[src/rtl/dhm_pkg.sv]
// dhm_pkg: constants, register map and types of the drive health monitor.
// assumes a single 250 MHz clock domain and an apb register bus.
package dhm_pkg;

    // clock and times, each in its own unit
    localparam longint unsigned CLK_HZ = 64'd250000000;
    localparam longint unsigned RETRY_PERIOD_S = 64'd1;
    localparam longint unsigned PORT_RETRY_S = 64'd2;
    localparam longint unsigned MEASURE_PERIOD_MIN = 64'd120;
    localparam longint unsigned TEMP_PERIOD_MIN = 64'd10;
    localparam longint unsigned ONLINE_DELAY_MS = 64'd319;
    localparam longint unsigned FULL_DELAY_MS = 64'd364;

    // derived cycle counts; millisecond delays round down
    localparam logic [47:0] RETRY_CYCLES = 48'(CLK_HZ * RETRY_PERIOD_S);
    localparam logic [47:0] PORT_RETRY_CYCLES = 48'(CLK_HZ * PORT_RETRY_S);
    localparam logic [47:0] MEASURE_CYCLES = 48'(CLK_HZ * MEASURE_PERIOD_MIN * 64'd60);
    localparam logic [47:0] TEMP_CYCLES = 48'(CLK_HZ * TEMP_PERIOD_MIN * 64'd60);
    localparam logic [47:0] ONLINE_DELAY_CYCLES = 48'((CLK_HZ * ONLINE_DELAY_MS) / 64'd1000);
    localparam logic [47:0] FULL_DELAY_CYCLES = 48'((CLK_HZ * FULL_DELAY_MS) / 64'd1000);

    // register byte offsets
    localparam logic [7:0] REG_CTRL = 8'h00;
    localparam logic [7:0] REG_CMD = 8'h04;
    localparam logic [7:0] REG_REF_TEMP = 8'h08;
    localparam logic [7:0] REG_TEMP = 8'h0C;
    localparam logic [7:0] REG_TIME_LO = 8'h10;
    localparam logic [7:0] REG_TIME_HI = 8'h14;
    localparam logic [7:0] REG_STATUS = 8'h18;
    localparam logic [7:0] REG_SENSE = 8'h1C;
    localparam logic [7:0] REG_HIST = 8'h20;

    // status bit positions
    localparam int ST_PF = 0;
    localparam int ST_TWARN = 1;
    localparam int ST_ROUND = 2;
    localparam int ST_OVERRUN = 3;

    // attributes and their thresholds
    localparam int N_ATTR = 4;
    localparam logic [15:0] ATTR_INTERVAL_LEN = 16'h0400;
    localparam logic [15:0] ATTR_ERR_THRESH = 16'h0010;
    localparam logic [7:0] ATTR_PRED_THRESH = 8'h04;
    localparam logic [7:0] HIST_MAX = 8'hFF;

    // temperatures in degrees c
    localparam logic [7:0] TRIP_FIXED = 8'h41;
    localparam logic [7:0] REF_TEMP_RST = 8'h41;

    // sense codes: asc in the high byte, ascq in the low byte
    localparam logic [15:0] SENSE_PF = 16'h5D00;
    localparam logic [15:0] SENSE_TEMP = 16'h0B01;
    localparam logic [15:0] SENSE_ROUND = 16'h3700;

    typedef struct packed {
        logic [3:0] exception_report_method;
        logic temperature_warning_enable;
        logic online_only_select;
        logic exception_monitor_disable;
    } dhm_ctrl_t;

    localparam dhm_ctrl_t CTRL_RST = '{4'h0, 1'b0, 1'b0, 1'b0};

    typedef struct packed {
        logic [15:0] code;
        logic [7:0] fru;
    } dhm_sense_t;

    typedef enum logic [1:0] {
        LK_SELFTEST = 2'b00,
        LK_START = 2'b01,
        LK_RUN = 2'b10
    } dhm_link_t;

    typedef enum logic [1:0] {
        MS_WAIT = 2'b00,
        MS_DUE = 2'b01,
        MS_RUN = 2'b10
    } dhm_meas_t;

endpackage

[src/rtl/dhm_top.sv]
// dhm_top: drive health monitor with link retry, error-rate monitor,
// thermal trip points and sense reporting, behind an apb slave.
// assumes all inputs synchronous to pclk; nv storage of pf_pending is outside.
//
// Local design decisions: the address map and the APB slave port.
`timescale 1ns/1ns
module dhm_top
    import dhm_pkg::*;
#(
    parameter logic [47:0] RETRY_CNT = RETRY_CYCLES,
    parameter logic [47:0] MEASURE_CNT = MEASURE_CYCLES,
    parameter logic [47:0] TEMP_CNT = TEMP_CYCLES,
    parameter logic [47:0] ONLINE_DELAY_CNT = ONLINE_DELAY_CYCLES,
    parameter logic [47:0] FULL_DELAY_CNT = FULL_DELAY_CYCLES
) (
    input wire logic pclk,
    input wire logic presetn,
    input wire logic [7:0] paddr,
    input wire logic psel,
    input wire logic penable,
    input wire logic pwrite,
    input wire logic [31:0] pwdata,
    output logic [31:0] prdata,
    output logic pready,
    output logic pslverr,
    input wire logic selftest_done,
    input wire logic selftest_fail_a,
    input wire logic selftest_fail_b,
    input wire logic sync_a,
    input wire logic sync_b,
    output logic link_reset_a,
    output logic link_reset_b,
    output logic link_oob,
    output logic respond_en_a,
    output logic respond_en_b,
    input wire logic host_idle,
    output logic measure_start,
    output logic measure_offline,
    input wire logic measure_done,
    input wire logic [N_ATTR-1:0] attr_op,
    input wire logic [N_ATTR-1:0] attr_err,
    output logic temp_sample_req,
    input wire logic temp_valid,
    input wire logic [7:0] temp_value,
    output logic frame_store_req,
    input wire logic pf_retained,
    output logic pf_pending,
    output logic sense_valid,
    output logic [15:0] sense_code,
    output logic [7:0] sense_fru
);

    // register bus and control state
    dhm_ctrl_t ctrl_reg, ctrl_next;
    logic [7:0] ref_temp_reg, ref_temp_next;
    logic round_flag_reg, round_flag_next;
    logic round_ev_reg, round_ev_next;
    logic [31:0] prdata_reg, prdata_next;
    logic pready_reg, pready_next;
    logic pslverr_reg, pslverr_next;
    logic rezero_reg, rezero_next;
    logic setup, acc, wr;
    logic [31:0] clr_st;

    // link state
    dhm_link_t lk_reg, lk_next;
    logic [47:0] retry_reg, retry_next;
    logic sel_b_reg, sel_b_next;
    logic fail_a_reg, fail_a_next, fail_b_reg, fail_b_next;
    logic lra_reg, lra_next, lrb_reg, lrb_next, oob_reg, oob_next;
    logic rea_reg, rea_next, reb_reg, reb_next;

    // measurement state
    dhm_meas_t ms_reg, ms_next;
    logic [47:0] mtimer_reg, mtimer_next;
    logic [47:0] mdelay_reg, mdelay_next;
    logic overrun_reg, overrun_next;
    logic mstart_reg, mstart_next, moff_reg, moff_next;

    // attribute state
    logic [N_ATTR-1:0][15:0] ivl_reg, ivl_next;
    logic [N_ATTR-1:0][15:0] fcnt_reg, fcnt_next;
    logic [N_ATTR-1:0][7:0] hist_reg, hist_next;
    logic [N_ATTR-1:0] tripped_reg, tripped_next;
    logic pf_reg, pf_next, pf_ev_reg, pf_ev_next;
    logic [7:0] pf_attr_reg, pf_attr_next;
    logic init_done_reg, init_done_next;

    // temperature state
    logic [47:0] ttimer_reg, ttimer_next;
    logic [7:0] temp_reg, temp_next;
    logic twarn_reg, twarn_next, tev_reg, tev_next;
    logic treq_reg, treq_next, frame_reg, frame_next;

    // sense state
    dhm_sense_t sense_reg, sense_next;
    logic sv_reg, sv_next;

    function automatic logic mapped(input logic [7:0] a);
        mapped = (a <= REG_HIST) && (a[1:0] == 2'b00);
    endfunction

    function automatic logic [47:0] dec_wrap(input logic [47:0] v, input logic [47:0] n);
        dec_wrap = (v == 48'h0) ? n - 48'h1 : v - 48'h1;
    endfunction

    assign setup = psel & ~penable;
    assign acc = psel & penable & pready_reg;
    assign wr = acc & pwrite & mapped(paddr);
    assign clr_st = (wr && paddr == REG_STATUS) ? pwdata : 32'h0;

    // apb slave: answer registered in setup, write taken at access edge
    always_comb begin
        ctrl_next = ctrl_reg;
        ref_temp_next = ref_temp_reg;
        round_ev_next = 1'b0;
        rezero_next = 1'b0;
        round_flag_next = round_flag_reg & ~clr_st[ST_ROUND];
        pready_next = setup;
        pslverr_next = setup & ~mapped(paddr);
        prdata_next = prdata_reg;
        if (setup) begin
            case (paddr)
                REG_CTRL: prdata_next = {25'h0, ctrl_reg};
                REG_REF_TEMP: prdata_next = {24'h0, ref_temp_reg};
                REG_TEMP: prdata_next = {24'h0, temp_reg};
                REG_TIME_LO: prdata_next = mtimer_reg[31:0];
                REG_TIME_HI: prdata_next = {16'h0, mtimer_reg[47:32]};
                REG_STATUS: prdata_next = {23'h0, ms_reg == MS_RUN, sync_b, sync_a,
                    fail_b_reg, fail_a_reg, overrun_reg, round_flag_reg, twarn_reg, pf_reg};
                REG_SENSE: prdata_next = {8'h0, sense_reg};
                REG_HIST: prdata_next = hist_reg;
                default: prdata_next = 32'h0;
            endcase
        end
        if (wr) begin
            case (paddr)
                REG_CTRL: ctrl_next = pwdata[6:0];
                REG_CMD: rezero_next = pwdata[0];
                REG_REF_TEMP: begin
                    if (pwdata[7:0] > TRIP_FIXED || pwdata[31:8] != 24'h0) begin
                        ref_temp_next = TRIP_FIXED;
                        round_ev_next = 1'b1;
                    end else begin
                        ref_temp_next = pwdata[7:0];
                    end
                end
                default: ;
            endcase
        end
        if (round_ev_next) begin
            round_flag_next = 1'b1;
        end
    end

    always_ff @(posedge pclk or negedge presetn) begin
        if (!presetn) begin
            ctrl_reg <= CTRL_RST;
            ref_temp_reg <= REF_TEMP_RST;
            round_flag_reg <= 1'b0;
            round_ev_reg <= 1'b0;
            prdata_reg <= 32'h0;
            pready_reg <= 1'b0;
            pslverr_reg <= 1'b0;
            rezero_reg <= 1'b0;
        end else begin
            ctrl_reg <= ctrl_next;
            ref_temp_reg <= ref_temp_next;
            round_flag_reg <= round_flag_next;
            round_ev_reg <= round_ev_next;
            prdata_reg <= prdata_next;
            pready_reg <= pready_next;
            pslverr_reg <= pslverr_next;
            rezero_reg <= rezero_next;
        end
    end

    // link retry scheduler
    always_comb begin
        lk_next = lk_reg;
        retry_next = retry_reg;
        sel_b_next = sel_b_reg;
        fail_a_next = fail_a_reg;
        fail_b_next = fail_b_reg;
        lra_next = 1'b0;
        lrb_next = 1'b0;
        oob_next = 1'b0;
        rea_next = rea_reg;
        reb_next = reb_reg;
        case (lk_reg)
            LK_SELFTEST: begin
                if (selftest_done) begin
                    fail_a_next = selftest_fail_a;
                    fail_b_next = selftest_fail_b;
                    lk_next = LK_START;
                end
            end
            LK_START: begin
                rea_next = ~fail_a_reg;
                reb_next = ~fail_b_reg;
                lra_next = ~fail_a_reg;
                lrb_next = fail_a_reg & ~fail_b_reg;
                oob_next = ~(fail_a_reg & fail_b_reg);
                sel_b_next = ~fail_a_reg;
                retry_next = RETRY_CNT - 48'h1;
                lk_next = LK_RUN;
            end
            LK_RUN: begin
                retry_next = dec_wrap(retry_reg, RETRY_CNT);
                if (retry_reg == 48'h0) begin
                    // one port per tick, so each port sees every second tick
                    sel_b_next = ~sel_b_reg;
                    if (sel_b_reg) begin
                        lrb_next = ~fail_b_reg & ~sync_b;
                    end else begin
                        lra_next = ~fail_a_reg & ~sync_a;
                    end
                    oob_next = lra_next | lrb_next;
                end
            end
            default: lk_next = LK_SELFTEST;
        endcase
    end

    always_ff @(posedge pclk or negedge presetn) begin
        if (!presetn) begin
            lk_reg <= LK_SELFTEST;
            retry_reg <= 48'h0;
            sel_b_reg <= 1'b0;
            fail_a_reg <= 1'b0;
            fail_b_reg <= 1'b0;
            lra_reg <= 1'b0;
            lrb_reg <= 1'b0;
            oob_reg <= 1'b0;
            rea_reg <= 1'b0;
            reb_reg <= 1'b0;
        end else begin
            lk_reg <= lk_next;
            retry_reg <= retry_next;
            sel_b_reg <= sel_b_next;
            fail_a_reg <= fail_a_next;
            fail_b_reg <= fail_b_next;
            lra_reg <= lra_next;
            lrb_reg <= lrb_next;
            oob_reg <= oob_next;
            rea_reg <= rea_next;
            reb_reg <= reb_next;
        end
    end

    // scheduled measure and save
    always_comb begin
        ms_next = ms_reg;
        mdelay_next = mdelay_reg;
        mstart_next = 1'b0;
        moff_next = moff_reg;
        overrun_next = overrun_reg & ~clr_st[ST_OVERRUN];
        mtimer_next = rezero_reg ? MEASURE_CNT - 48'h1
            : dec_wrap(mtimer_reg, MEASURE_CNT);
        case (ms_reg)
            MS_WAIT: begin
                if (!ctrl_reg.exception_monitor_disable) begin
                    if (rezero_reg) begin
                        ms_next = MS_RUN;
                        mstart_next = 1'b1;
                    end else if (mtimer_reg == 48'h0) begin
                        ms_next = MS_DUE;
                    end
                end
                mdelay_next = 48'h0;
                moff_next = ~ctrl_reg.online_only_select;
            end
            MS_DUE: begin
                if (ctrl_reg.exception_monitor_disable) begin
                    ms_next = MS_WAIT;
                end else if (host_idle || rezero_reg) begin
                    ms_next = MS_RUN;
                    mstart_next = 1'b1;
                end
                moff_next = ~ctrl_reg.online_only_select;
            end
            MS_RUN: begin
                // no abort path: the save runs until measure_done
                mdelay_next = mdelay_reg + 48'h1;
                if (mdelay_reg == (moff_reg ? FULL_DELAY_CNT : ONLINE_DELAY_CNT)) begin
                    overrun_next = 1'b1;
                end
                if (measure_done) begin
                    ms_next = MS_WAIT;
                end
            end
            default: ms_next = MS_WAIT;
        endcase
    end

    always_ff @(posedge pclk or negedge presetn) begin
        if (!presetn) begin
            ms_reg <= MS_WAIT;
            mtimer_reg <= 48'h0;
            mdelay_reg <= 48'h0;
            overrun_reg <= 1'b0;
            mstart_reg <= 1'b0;
            moff_reg <= 1'b0;
        end else begin
            ms_reg <= ms_next;
            mtimer_reg <= mtimer_next;
            mdelay_reg <= mdelay_next;
            overrun_reg <= overrun_next;
            mstart_reg <= mstart_next;
            moff_reg <= moff_next;
        end
    end

    // error-rate monitor per attribute
    always_comb begin
        ivl_next = ivl_reg;
        fcnt_next = fcnt_reg;
        hist_next = hist_reg;
        tripped_next = tripped_reg;
        pf_ev_next = 1'b0;
        pf_attr_next = pf_attr_reg;
        init_done_next = 1'b1;
        for (int i = 0; i < N_ATTR; i++) begin
            if (!ctrl_reg.exception_monitor_disable) begin
                if (attr_op[i]) begin
                    ivl_next[i] = ivl_reg[i] + 16'h1;
                end
                if (attr_err[i] && fcnt_reg[i] != 16'hFFFF) begin
                    fcnt_next[i] = fcnt_reg[i] + 16'h1;
                end
                if (fcnt_next[i] > ATTR_ERR_THRESH) begin
                    ivl_next[i] = 16'h0;
                    fcnt_next[i] = 16'h0;
                    if (hist_reg[i] != HIST_MAX) begin
                        hist_next[i] = hist_reg[i] + 8'h1;
                    end
                end else if (ivl_next[i] >= ATTR_INTERVAL_LEN) begin
                    ivl_next[i] = 16'h0;
                    fcnt_next[i] = 16'h0;
                    if (hist_reg[i] != 8'h0) begin
                        hist_next[i] = hist_reg[i] - 8'h1;
                    end
                end
            end
            tripped_next[i] = hist_next[i] >= ATTR_PRED_THRESH;
            if (tripped_next[i] && !tripped_reg[i]) begin
                pf_ev_next = 1'b1;
                pf_attr_next = 8'(i);
            end
        end
        // set wins over the software clear; retained code caught after reset
        pf_next = (pf_reg & ~clr_st[ST_PF]) | pf_ev_next
            | (~init_done_reg & pf_retained);
    end

    always_ff @(posedge pclk or negedge presetn) begin
        if (!presetn) begin
            ivl_reg <= '0;
            fcnt_reg <= '0;
            hist_reg <= '0;
            tripped_reg <= '0;
            pf_reg <= 1'b0;
            pf_ev_reg <= 1'b0;
            pf_attr_reg <= 8'h0;
            init_done_reg <= 1'b0;
        end else begin
            ivl_reg <= ivl_next;
            fcnt_reg <= fcnt_next;
            hist_reg <= hist_next;
            tripped_reg <= tripped_next;
            pf_reg <= pf_next;
            pf_ev_reg <= pf_ev_next;
            pf_attr_reg <= pf_attr_next;
            init_done_reg <= init_done_next;
        end
    end

    // thermal monitor; timer starts at zero so power-up samples at once
    always_comb begin
        ttimer_next = dec_wrap(ttimer_reg, TEMP_CNT);
        treq_next = ttimer_reg == 48'h0;
        temp_next = temp_reg;
        tev_next = 1'b0;
        frame_next = 1'b0;
        twarn_next = twarn_reg & ~clr_st[ST_TWARN];
        if (temp_valid) begin
            temp_next = temp_value;
            if (temp_value > TRIP_FIXED) begin
                frame_next = 1'b1;
            end
            if ((temp_value > TRIP_FIXED || temp_value > ref_temp_reg)
                && ctrl_reg.temperature_warning_enable) begin
                tev_next = 1'b1;
                twarn_next = 1'b1;
            end
        end
    end

    always_ff @(posedge pclk or negedge presetn) begin
        if (!presetn) begin
            ttimer_reg <= 48'h0;
            treq_reg <= 1'b0;
            temp_reg <= 8'h0;
            tev_reg <= 1'b0;
            frame_reg <= 1'b0;
            twarn_reg <= 1'b0;
        end else begin
            ttimer_reg <= ttimer_next;
            treq_reg <= treq_next;
            temp_reg <= temp_next;
            tev_reg <= tev_next;
            frame_reg <= frame_next;
            twarn_reg <= twarn_next;
        end
    end

    // sense reporting; a zero method suppresses the pf and temperature reports, the rounding report still goes out
    always_comb begin
        sense_next = sense_reg;
        sv_next = 1'b0;
        if (pf_ev_reg && ctrl_reg.exception_report_method != 4'h0) begin
            sense_next = '{SENSE_PF | {8'h0, pf_attr_reg}, 8'h0};
            sv_next = 1'b1;
        end else if (tev_reg && ctrl_reg.exception_report_method != 4'h0) begin
            sense_next = '{SENSE_TEMP, temp_reg};
            sv_next = 1'b1;
        end else if (round_ev_reg) begin
            sense_next = '{SENSE_ROUND, 8'h0};
            sv_next = 1'b1;
        end
    end

    always_ff @(posedge pclk or negedge presetn) begin
        if (!presetn) begin
            sense_reg <= '0;
            sv_reg <= 1'b0;
        end else begin
            sense_reg <= sense_next;
            sv_reg <= sv_next;
        end
    end

    assign prdata = prdata_reg;
    assign pready = pready_reg;
    assign pslverr = pslverr_reg;
    assign link_reset_a = lra_reg;
    assign link_reset_b = lrb_reg;
    assign link_oob = oob_reg;
    assign respond_en_a = rea_reg;
    assign respond_en_b = reb_reg;
    assign measure_start = mstart_reg;
    assign measure_offline = moff_reg;
    assign temp_sample_req = treq_reg;
    assign frame_store_req = frame_reg;
    assign pf_pending = pf_reg;
    assign sense_valid = sv_reg;
    assign sense_code = sense_reg.code;
    assign sense_fru = sense_reg.fru;

endmodule

[config.mk]
export PLATFORM = sky130hd
export DESIGN_NAME = dhm_top
export DESIGN_NICKNAME = d
export VERILOG_FILES = /design/src/rtl/dhm_pkg.sv /design/src/rtl/dhm_top.sv
export SDC_FILE = /design/constraint.sdc
export NUM_CORES = 1
export LEC_CHECK = 0
export BUFFER_PORTS_ARGS = -buffer_cell sky130_fd_sc_hd__clkbuf_2
export CAP_MARGIN = 20
export CORE_ASPECT_RATIO = 1.5
export CORE_MARGIN = 1.5
export CORE_UTILIZATION = 33
export CTS_CLUSTER_DIAMETER = 100
export DETAILED_ROUTE_END_ITERATION = 16
export SETUP_SLACK_MARGIN = 0.3
export SLEW_MARGIN = 30
export SYNTH_ARGS = -nofsm -noshare
export SYNTH_HDL_FRONTEND = slang
export SYNTH_SLANG_ARGS = --single-unit
[constraint.sdc]
create_clock -name pclk -period 4.71 [get_ports pclk]
set_clock_uncertainty 0.15 [all_clocks]
set_input_delay 0.942 -clock pclk [delete_from_list [all_inputs] [get_ports pclk]]
set_output_delay 0.942 -clock pclk [all_outputs]
set_load 0.02 [all_outputs]
Word-level counts from Yosys, hierarchy flattened --
Index checks and enable logic that the tools add are counted.
Word-level totals: flip-flop bits (word level) 471
Cells by class: $add $sub $neg 20, $lt $le $gt $ge 16, eq/ne operators 27, muxes and demuxes 118, bitwise operators 33, reductions and logical operators 44
Operator list (count):
- two-way mux 16 bit | 32
- one-hot mux 32 bit (8 select lines) | 1
- two-way mux 8 bit | 25
- two-way mux 48 bit | 4
- one-hot mux 48 bit (2 select lines) | 2
- zero test 48 bit | 3
- subtractor 48 x 1 -> 48 bit (second input constant) | 3
- adder 16 x 1 -> 16 bit (second input constant) | 8
- two-way mux 24 bit | 3
- >= comparator 16 x 11 -> 1 bit (second input constant) | 4
- > comparator 16 x 5 -> 1 bit (second input constant) | 4
- != test 16 bit (second input constant) | 4
- adder 48 x 1 -> 48 bit (second input constant) | 1
- == test 48 x 27 -> 1 bit | 1
- two-way mux 1 bit | 35
- adder 8 x 1 -> 8 bit (second input constant) | 4
- == test 8 x 5 -> 1 bit (second input constant) | 4
- >= comparator 8 x 3 -> 1 bit (second input constant) | 4
- != test 8 bit (second input constant) | 4
- nonzero test 8 bit | 4
- subtractor 8 x 1 -> 8 bit (second input constant) | 4
- two-way mux 25 bit | 1
- nonzero test 24 bit | 1
- == test 8 x 4 -> 1 bit (second input constant) | 2
- 27 further kinds | 100

Logic depth before layout (Yosys ltp) --
Gate-level depths: netlist of run 1.
depth in word-level cells 15, mapped depth 13, depth with buffers taken out 12

Worst setup path before layout of run 1 --
Ideal clock, no wire load.
path kind input to register, start point in attr_op[0], end point reg pf_reg (netlist: pf_pending), library setup time 130 ps, arrival time 3978 ps, required time 4430 ps, slack 453 ps, stages 11, buffers on the path 1, cell sequence clkbuf_1 nand4_1 nor3_1 mux2i_1 a211oi_2 or3_1 or4_1 mux4_2 or4_4 a21oi_2 nand3_1
RTL lines:
- start: declaration | RTL line dhm_top.sv:40 | input wire logic [N_ATTR-1:0] attr_op,
- end signal: assignment | RTL line dhm_top.sv:371 | pf_reg <= pf_next;
- end: declaration | RTL line dhm_top.sv:85 | logic pf_reg, pf_next, pf_ev_reg, pf_ev_next;

Final worst setup path of run 1 --
start point reg fcnt_reg[16] (netlist bit), end point reg pf_attr_reg[1]
On the way: cells in the longest elaborated chain, start to end 12, elaborated cells on any way between the ends 14
Ends and longest elaborated chain:
- start: declaration | RTL line dhm_top.sv:82 | logic [N_ATTR-1:0][15:0] fcnt_reg, fcnt_next;
- start signal: assignment | RTL line dhm_top.sv:368 | fcnt_reg <= fcnt_next;
- branches (longest 2 deep; another with adder 16 x 1 -> 16 bit)
- two-way mux 16 bit (*) | RTL line dhm_top.sv:328 | if (attr_err[i] && fcnt_reg[i] != 16'hFFFF) begin
- two-way mux 16 bit (*) | RTL line dhm_top.sv:324 | if (!ctrl_reg.exception_monitor_disable) begin
- > comparator 16 x 5 -> 1 bit (*) | RTL line dhm_top.sv:331 | if (fcnt_next[i] > ATTR_ERR_THRESH) begin
- two-way mux 8 bit (*) | RTL line dhm_top.sv:331
- two-way mux 8 bit (*) | RTL line dhm_top.sv:324
- >= comparator 8 x 3 -> 1 bit (*) | RTL line dhm_top.sv:345 | tripped_next[i] = hist_next[i] >= ATTR_PRED_THRESH;
- logical AND 1 bit (*) | RTL line dhm_top.sv:346 | if (tripped_next[i] && !tripped_reg[i]) begin
- two-way mux 8 bit (3 in series) | RTL line dhm_top.sv:346
- end signal: assignment | RTL line dhm_top.sv:373 | pf_attr_reg <= pf_attr_next;
- end: declaration | RTL line dhm_top.sv:86 | logic [7:0] pf_attr_reg, pf_attr_next;
Mark *: on every way between the ends. The select of a mux whose other input is x is not followed. A chain may end at the register's enable or synchronous reset.

==> results of run 1 <==
-- final cells by class --
| class | count | area (um2) |
|---|---|---|
| clock buffer | 66 | 1470 |
| timing repair buffer | 187 | 1140 |
| sequential | 457 | 11400 |
| inverter | 72 | 270 |
| tap | 1000 | 1250 |
| clock inverter | 28 | 383 |
| multi-input combinational | 2080 | 12900 |
| fill | 7590 | 46100 |
-- through the flow --
stage | hold WS (ns) | cell area, um2 | util, %
6_report | 0.222 | 28800 | 38.5
5_1_grt | 0.293 | 28800 | 38.5
4_1_cts | 0.253 | 28800 | 38.4
3_5_place_dp | 0.305 | 26900 | 35.9
3_3_place_gp | 0.306 | 26900 | 35.9
2_1_floorplan | 0.279 | 25000 | -
-- cells by family (layout without fill, tap and decap cells) --
| family | after synthesis | after routing | share of synthesized area (%) |
|---|---|---|---|
| buffers and inverters | 189 | 353 | 2.98 |
| adder cells (fa/ha/maj) | 40 | 40 | 2.00 |
| AND/OR/NAND/NOR | 1252 | 1252 | 25.3 |
| AO/OA/AOI/OAI | 522 | 522 | 13.9 |
| flip-flops | 457 | 457 | 45.8 |
| multiplexers | 91 | 91 | 4.18 |
| other | 2 | 8 | 0.0301 |
| XOR/XNOR | 167 | 167 | 5.86 |
-- critical path: stages, from the launching register on --
cell	delay, ns
sky130_fd_sc_hd__dfrtp_1	0.47
sky130_fd_sc_hd__ha_1	0.32
sky130_fd_sc_hd__nand2_1	0.14
sky130_fd_sc_hd__nor4_1	0.07
sky130_fd_sc_hd__buf_4	0.15
sky130_fd_sc_hd__a21boi_1	0.42
sky130_fd_sc_hd__mux2i_1	0.19
sky130_fd_sc_hd__o2111ai_2	0.41
sky130_fd_sc_hd__nor2_1	0.07
sky130_fd_sc_hd__buf_4	0.18
sky130_fd_sc_hd__or4_1	0.51
sky130_fd_sc_hd__a311oi_1	0.47
sky130_fd_sc_hd__a31oi_2	0.23
sky130_fd_sc_hd__a21oi_2	0.20
sky130_fd_sc_hd__a211o_1	0.14
-- power by group --
group          switching [W]  internal (W)  total [W]
combinational       0.000488      0.000235   0.000723
clock                0.00172       0.00268    0.00440
sequential         0.0000942       0.00402    0.00411
total                0.00230       0.00693    0.00923
-- cell usage after synthesis, types with 42 or more instances --
| cell | instances | area [um2] |
|---|---|---|
| sky130_fd_sc_hd__a21oi_1 | 80 | 400 |
| sky130_fd_sc_hd__and3_1 | 42 | 263 |
| sky130_fd_sc_hd__clkbuf_1 | 98 | 368 |
| sky130_fd_sc_hd__and2_1 | 78 | 488 |
| sky130_fd_sc_hd__nand4_1 | 53 | 332 |
| sky130_fd_sc_hd__mux2i_1 | 56 | 561 |
| sky130_fd_sc_hd__nor3_1 | 110 | 551 |
| sky130_fd_sc_hd__dfrtp_1 | 455 | 11400 |
| sky130_fd_sc_hd__xnor2_1 | 100 | 876 |
| sky130_fd_sc_hd__nor2_1 | 301 | 1130 |
| sky130_fd_sc_hd__o21ai_0 | 180 | 901 |
| sky130_fd_sc_hd__nand2_1 | 273 | 1020 |
| sky130_fd_sc_hd__nand3_1 | 116 | 581 |
| sky130_fd_sc_hd__inv_1 | 72 | 270 |
| sky130_fd_sc_hd__nor4_1 | 66 | 413 |
| sky130_fd_sc_hd__or3_1 | 57 | 357 |
| sky130_fd_sc_hd__xor2_1 | 67 | 587 |
-- routing by layer --
metal / global-route usage (%) / vias to the layer above
li1: - / 10100
met1: 22.1 / 10200
met2: 30.4 / 396
met3: 2.53 / 97
met4: 6.44 / 2
met5: 0 / -
-- cells in the final DEF, fill, tap and decap left out, types with 67 or more instances in the layout --
master	n
sky130_fd_sc_hd__nor3_1	109
sky130_fd_sc_hd__dfrtp_1	452
sky130_fd_sc_hd__nor2_1	300
sky130_fd_sc_hd__o21ai_0	180
sky130_fd_sc_hd__inv_1	72
sky130_fd_sc_hd__nand3_1	116
sky130_fd_sc_hd__xor2_1	67
sky130_fd_sc_hd__clkbuf_2	130
sky130_fd_sc_hd__nand2_1	273
sky130_fd_sc_hd__a21oi_1	80
sky130_fd_sc_hd__and2_1	78
sky130_fd_sc_hd__xnor2_1	100
-- repair_timing --
action | CTS | global route
resized for setup | 1 | 6
pin swaps | 0 | 1
endpoints found under the setup margin | 3 | 5
-- path summary, 6_finish.rpt --
check,from,to,slack (ns),cells after the start
max,fcnt_reg[16],pf_attr_reg[1],0.51,14
min,presetn,ttimer_reg[14],0.22,1
min reg2reg,ttimer_reg[0],ttimer_reg[0],0.31,1
min in group pclk,ttimer_reg[0],ttimer_reg[0],0.31,1
max reg2reg,fcnt_reg[16],pf_attr_reg[1],0.51,14
max in group asynchronous,presetn,fcnt_reg[21],3.18,2
==> summary.md, run 1 <==
| Metric | Value |
|---|---|
| Die Y | 340 um |
| Remaining max-slew budget at the tightest pin | between 40% and 50% |
| CP Launch Type | flip-flop |
| Worst hold-check path type | primary input to asynchronous set/reset pin |
| Total Nets Final | 2958 |
| Post-route fraction of the period consumed by the critical path | about 89% |
| Final wirelength | 67400 um |
| Detailed-route wire length per cell | between 15 and 20 um |
| Critical path peak fanout | 10 |
| Result of the run | complete, no violations |
| H-tree levels | 2 |
| Total gr overflow | 0 |
| Vias in the first global route | 20.4k |
| Clock tree buffer depth | 3 |
| Clock input transition at the sequential cells of the worst setup and hold paths | around 0.06 ns |
| Placer's final routability congestion estimate | 0.897 |
| Mean instance size in the synthesized netlist | around 9 um2 |
| WP data required | between 5 and 6 ns |
| Site row count | 123 |
| Combined global-route utilization of all metal layers | approximately 18% |
| Maximum vdd ir drop | roughly 0.36 mV |
| Post-synthesis cell count | approximately 2.7k |
| Sum Neg Setup Slack | 0 ns |
| Final number of setup-violating endpoints | 0 |
| Die Span X | 228 um |
| Post-synth ARST share | between 90% and 100% |
| CTS tree | built |
| Power per cell area | roughly 320 nW/um2 |
| Max-Cap Viols | 0 |
| Wl on met1 | roughly 29000 um |
| Wire length of the first global-routing pass | 110000 um |
| DR iter-0 viols | about 1.1k |
| Ant diodes | 0 |
| DPL Wire Length | just under 50000 um |
| Worst Setup End Kind | flip-flop |
| Share of post-route cells with drive strength above 1 | approximately 13% |
| Maximum frequency from static timing analysis | roughly 240 MHz |
| Highest metal used | met5 |
| Port Buf Inserts | between 100 and 150 |
| Routed length on met3 | around 2900 um |
| RSZ-0062 raised after global routing | no |
| Number of I/O pins | between 100 and 150 |
| Clock net sink count | 457 |
| Top_reg_cell synth | sky130_fd_sc_hd__dfrtp_1 |
| Post-route non-filler standard cell count | roughly 3.9k |
| Initial cell density of the core | roughly a third |
| Library cells used by synthesis | 89 |
| Antenna violations before repair | 5 |
| Arrival time at the worst endpoint | 4.60 ns |
| Setup ws final | 0.508 ns |
| Buffers inserted by post-CTS timing repair | 0 |
| Leakage power | approximately 12 nW |
| Number of enable flip-flop cells after synthesis | 0 |
| Largest net degree at the start of global routing | slightly above 100 |
| Detailed-routing iteration count for the pre-antenna-repair pass | 5 |
| Number of clock buffers inserted by TritonCTS | 50 |
| Period minus WS final | 4.20 ns |
| Worst-margin pin slew | about 0.86 ns |
| Avg Vias per Cell | 5.33 |
| Area of the die | ~77000 um2 |
| Post-synthesis to final-layout area growth | 15.4% |
| Post-synthesis register bit count | 457 |
| Hold-fix buffers, CTS | 0 |
| Core Area | 74900 um2 |
| Post-Place Setup Slack | approximately 0.30 ns |
| Clk_lat worst skew | 0.61 ns |
| Warning count from the yosys run | 0 |
| Vias post-DR | between 20k and 25k |
| Count of placed standard cells including taps | approximately 3.8k |
| Pins Over Slew Limit | 0 |
| Residual DRC count | 0 |
| Post-layout power | approximately 0.0092 W |
| Final hold viol count | 0 |
| Post-Syn Area | about 25000 um2 |
| Number of nets still failing antenna checks after routing | 0 |
| Sequential fraction of the synthesis area | approximately 46% |
| DR WL met2 | approximately 34000 um |
| Type of the worst setup path | flip-flop to flip-flop |
| Clock tree root driver cell | sky130_fd_sc_hd__clkbuf_16 |
No activity file was read; power rests on OpenSTA's default activity.
==> run 2: changes to the inputs <==
Settings changed: ABC_AREA set to 1.
==> summary.md, run 2 <==
| Metric | Value |
|---|---|
| DPL Wire Length | 56800 um (+17%) |
| Clock net sink count | 457 (unchanged) |
| Yosys top cell area share | 41.1% (-4.4 points) |
| Type of the worst setup path | flip-flop to flip-flop |
| Post-synthesis register bit count | 457 (unchanged) |
| Port Buf Inserts | 131 (unchanged) |
| Biggest area contributors in the synthesized netlist | sky130_fd_sc_hd__dfrtp_1 (41%), sky130_fd_sc_hd__nand2_1 (12%), sky130_fd_sc_hd__inv_1 (8.5%), sky130_fd_sc_hd__nor2_1 (7.4%), sky130_fd_sc_hd__nand3_1 (4.2%) |
| Most area-hungry cell type in the Yosys netlist | sky130_fd_sc_hd__dfrtp_1 |
| Post-Syn Area | 27700 um2 (+11%) |
| Area of the die | 85600 um2 (+11%) |
| Sequential fraction of the synthesis area | 41.3% (-4.5 points) |
| Final hold viol count | 0 (unchanged) |
| Post-route non-filler standard cell count | 5205 (+34%) |
| Count of placed standard cells including taps | 5117 (+35%) |
| Maximum frequency from static timing analysis | 284 MHz (+19%) |
| Post-synthesis cell count | 3921 (+44%) |
| Critical path peak fanout | 17 (+7) |
| Worst-margin pin slew | 0.933 ns (+0.0718 ns) |
| Commonest non-fill, non-tap cell in the layout | sky130_fd_sc_hd__nand2_1 |
| Largest net degree at the start of global routing | 98 (-4.9%) |
| End of the worst register-to-register path | ivl_reg[8] |
| Standard cell with the maximum stage delay on the critical path | sky130_fd_sc_hd__nor2_2 |
| CP peak stage delay | 0.48 ns (-0.03 ns) |
| Die Span X | 239 um (+5.2%) |
| Core Area | 82800 um2 (+10%) |
| Flop2flop setup slack | 1.19 ns (+0.68 ns) |
| Worst Setup End Kind | flip-flop |
| RSZ-0062 raised after global routing | no |
| Clock tree root driver cell | sky130_fd_sc_hd__clkbuf_16 |
| Antenna violations before repair | 3 (-2) |
| Period minus WS final | 3.52 ns (-0.679 ns) |
| Vias post-DR | 25.4k (+23%) |
| Post-cts sizing count | 0 (-1) |
| Total gr overflow | 0 (unchanged) |
| Placer's final routability congestion estimate | 0.938 (+4.6%) |
| Post-route fraction of the period consumed by the critical path | 74.8% (-14 points) |
| Arrival time at the worst endpoint | 3.89 ns (-0.71 ns) |
| Clock tree buffer depth | 3 (unchanged) |
| Top cell types by occurrence after synthesis | sky130_fd_sc_hd__nand2_1 (917), sky130_fd_sc_hd__inv_1 (627), sky130_fd_sc_hd__nor2_1 (548) |
| Buffers inserted by post-CTS timing repair | 0 (unchanged) |
| Residual DRC count | 0 (unchanged) |
| Detailed-routing iteration count for the pre-antenna-repair pass | 6 (+1) |
| Number of enable flip-flop cells after synthesis | 0 (unchanged) |
| Start point of the critical path | fcnt_reg[0] |
| Ant diodes | 0 (unchanged) |
| Total Nets Final | 4165 (+41%) |
| Setup ws final | 1.19 ns (+0.679 ns) |
| Leakage power | 15.4 nW (+28%) |
| Max-Cap Viols | 0 (unchanged) |
| Site row count | 129 (+4.9%) |
| Sum Neg Setup Slack | 0 ns (unchanged) |
| Initial cell density of the core | 33.4% (+0.092 points) |
| Share of post-route cells with drive strength above 1 | 7.58% (-5.2 points) |
| WP data required | 5.08 ns (-0.03 ns) |
| Post-synth ARST share | 100% (unchanged) |
| Final wirelength | 76200 um (+13%) |
| Clock input transition at the sequential cells of the worst setup and hold paths | 0.07 ns (about the same) |
| CTS tree | built |
| DR iter-0 viols | 1364 (+19%) |
| Wire length of the first global-routing pass | 125000 um (+13%) |
| Library cells used by synthesis | 64 (-28%) |
| Most repeated cell in the gate-level netlist after synthesis | sky130_fd_sc_hd__nand2_1 |
| Power per cell area | 298 nW/um2 (-7.0%) |
| Combined global-route utilization of all metal layers | 17.8% (+0.20 points) |
| Die Y | 358 um (+5.2%) |
| Avg Vias per Cell | 4.88 (-8.3%) |
| Pins Over Slew Limit | 0 (unchanged) |
| Clk_lat worst skew | 0.62 ns (about the same) |
| Vias in the first global route | 24.6k (+21%) |
| Detailed-route wire length per cell | 14.6 um (-16%) |
| Critical Path, Cell by Cell | ha_1 -> inv_2 -> nor2_1 -> nand2_2 -> nor2_1 -> nor2_2 -> o21ai_0 -> nor2_1 -> nand2_1 -> nand2_1 -> nand3_2 -> inv_1 -> nand4_1 -> buf_4 -> o32ai_1 |
| Remaining max-slew budget at the tightest pin | 37.6% (-5.0 points) |
| Worst R2R Path Depth | 15 (+1) |
| H-tree levels | 2 (unchanged) |
| Final number of setup-violating endpoints | 0 (unchanged) |
| Worst hold-check path type | primary input to asynchronous set/reset pin |
| Mean instance size in the synthesized netlist | 7.06 um2 (-23%) |
| Post-layout power | 0.00935 W (+1.3%) |
| CP Launch Type | flip-flop |
| Post-synthesis to final-layout area growth | 13.4% |
| Number of clock buffers inserted by TritonCTS | 49 (-2.0%) |
| Number of nets still failing antenna checks after routing | 0 (unchanged) |
| Post-Place Setup Slack | 0.963 ns (+0.666 ns) |
| Top_reg_cell synth | sky130_fd_sc_hd__dfrtp_1 |
| Most used cells in the layout excluding fill and tap cells | sky130_fd_sc_hd__nand2_1 (917), sky130_fd_sc_hd__inv_1 (624), sky130_fd_sc_hd__nor2_1 (548) |
| Number of I/O pins | 139 (unchanged) |
| Result of the run | complete, no violations |
| Worst R2R Start | fcnt_reg[0] |
| Warning count from the yosys run | 0 (unchanged) |
| Hold-fix buffers, CTS | 0 (unchanged) |
| Maximum vdd ir drop | 0.239 mV (-33%) |
| Crit path top cell by count | sky130_fd_sc_hd__nor2_1 |
## run 2: cell types whose count changed in the layout (fill, tap and decap cells not counted), sizes merged, moves of 73 or more
| cell | before | now |
|---|---|---|
| inv | 72 | 629 |
| nand2 | 273 | 938 |
| nand3 | 117 | 240 |
| nor2 | 301 | 569 |
| xnor2 | 100 | 27 |
| and2 | 79 | 0 |
## run 2: worst max-delay path, delay by kind of cell, from the launching register on
kind	cells	cell delay, ns
buf+inv	3	0.57
fa+ha+maj	1	0.30
simple gates	9	1.58
flops	1	0.41
compound gates	2	0.42
## run 2: per-layer routing
layer  track usage, %  share of wire (%)  up-vias
met5                0              0.022        -
met4             8.01                4.3        4
met3             2.14                3.3      148
met2             33.3                 52      473
met1             20.0                 41    11900
li1                 -                  -    12900
## run 2: worst max-delay path by stage
stage             endpoint  slack [ns]
5_1_grt        ivl_reg[34]        0.69
2_1_floorplan   pf_pending        1.67
6_report        ivl_reg[8]        1.19
4_1_cts        ivl_reg[37]        1.13
3_5_place_dp    ivl_reg[8]        0.96
3_3_place_gp    ivl_reg[8]        1.03
## run 2: cell families (layout without fill, tap and decap cells)
family	after synthesis	in the layout	synth area share, %
AOI/OAI and AO/OA	538	538	11.0
xor gates and xnor gates	128	128	4.05
adders and majority gates	40	40	1.81
buffers and inverters	715	880	10.0
DFF	457	457	41.3
other	2	8	0.0271
and+or+nand+nor	2041	2041	31.8
## run 2: power by group
| part | leakage (nW) | switching [W] | internal (W) | total, W |
|---|---|---|---|---|
| logic | 9.12 | 0.000742 | 0.000288 | 0.00103 |
| clock network | 0.863 | 0.00172 | 0.00254 | 0.00426 |
| registers | 5.44 | 0.0000642 | 0.00400 | 0.00407 |
| total | 15.4 | 0.00253 | 0.00683 | 0.00935 |
## run 2: final cells by class
class | count | area (um2)
Clock buffer | 66 | 1400
Clock inverter | 22 | 358
Fill cell | 8715 | 51400
Inverter | 635 | 2380
Multi-Input combinational cell | 2755 | 13500
Sequential cell | 457 | 11400
Tap cell | 1113 | 1390
Timing Repair Buffer | 157 | 911
## run 2: metrics by stage
stage,utilization (%),hold WS [ns],instance area (um2)
detailed placement,35.8,0.275,29600
floorplan,-,0.259,27700
global placement,35.8,0.273,29600
CTS,37.9,0.129,31400
global route,37.9,0.156,31400
finish,37.9,0.141,31400
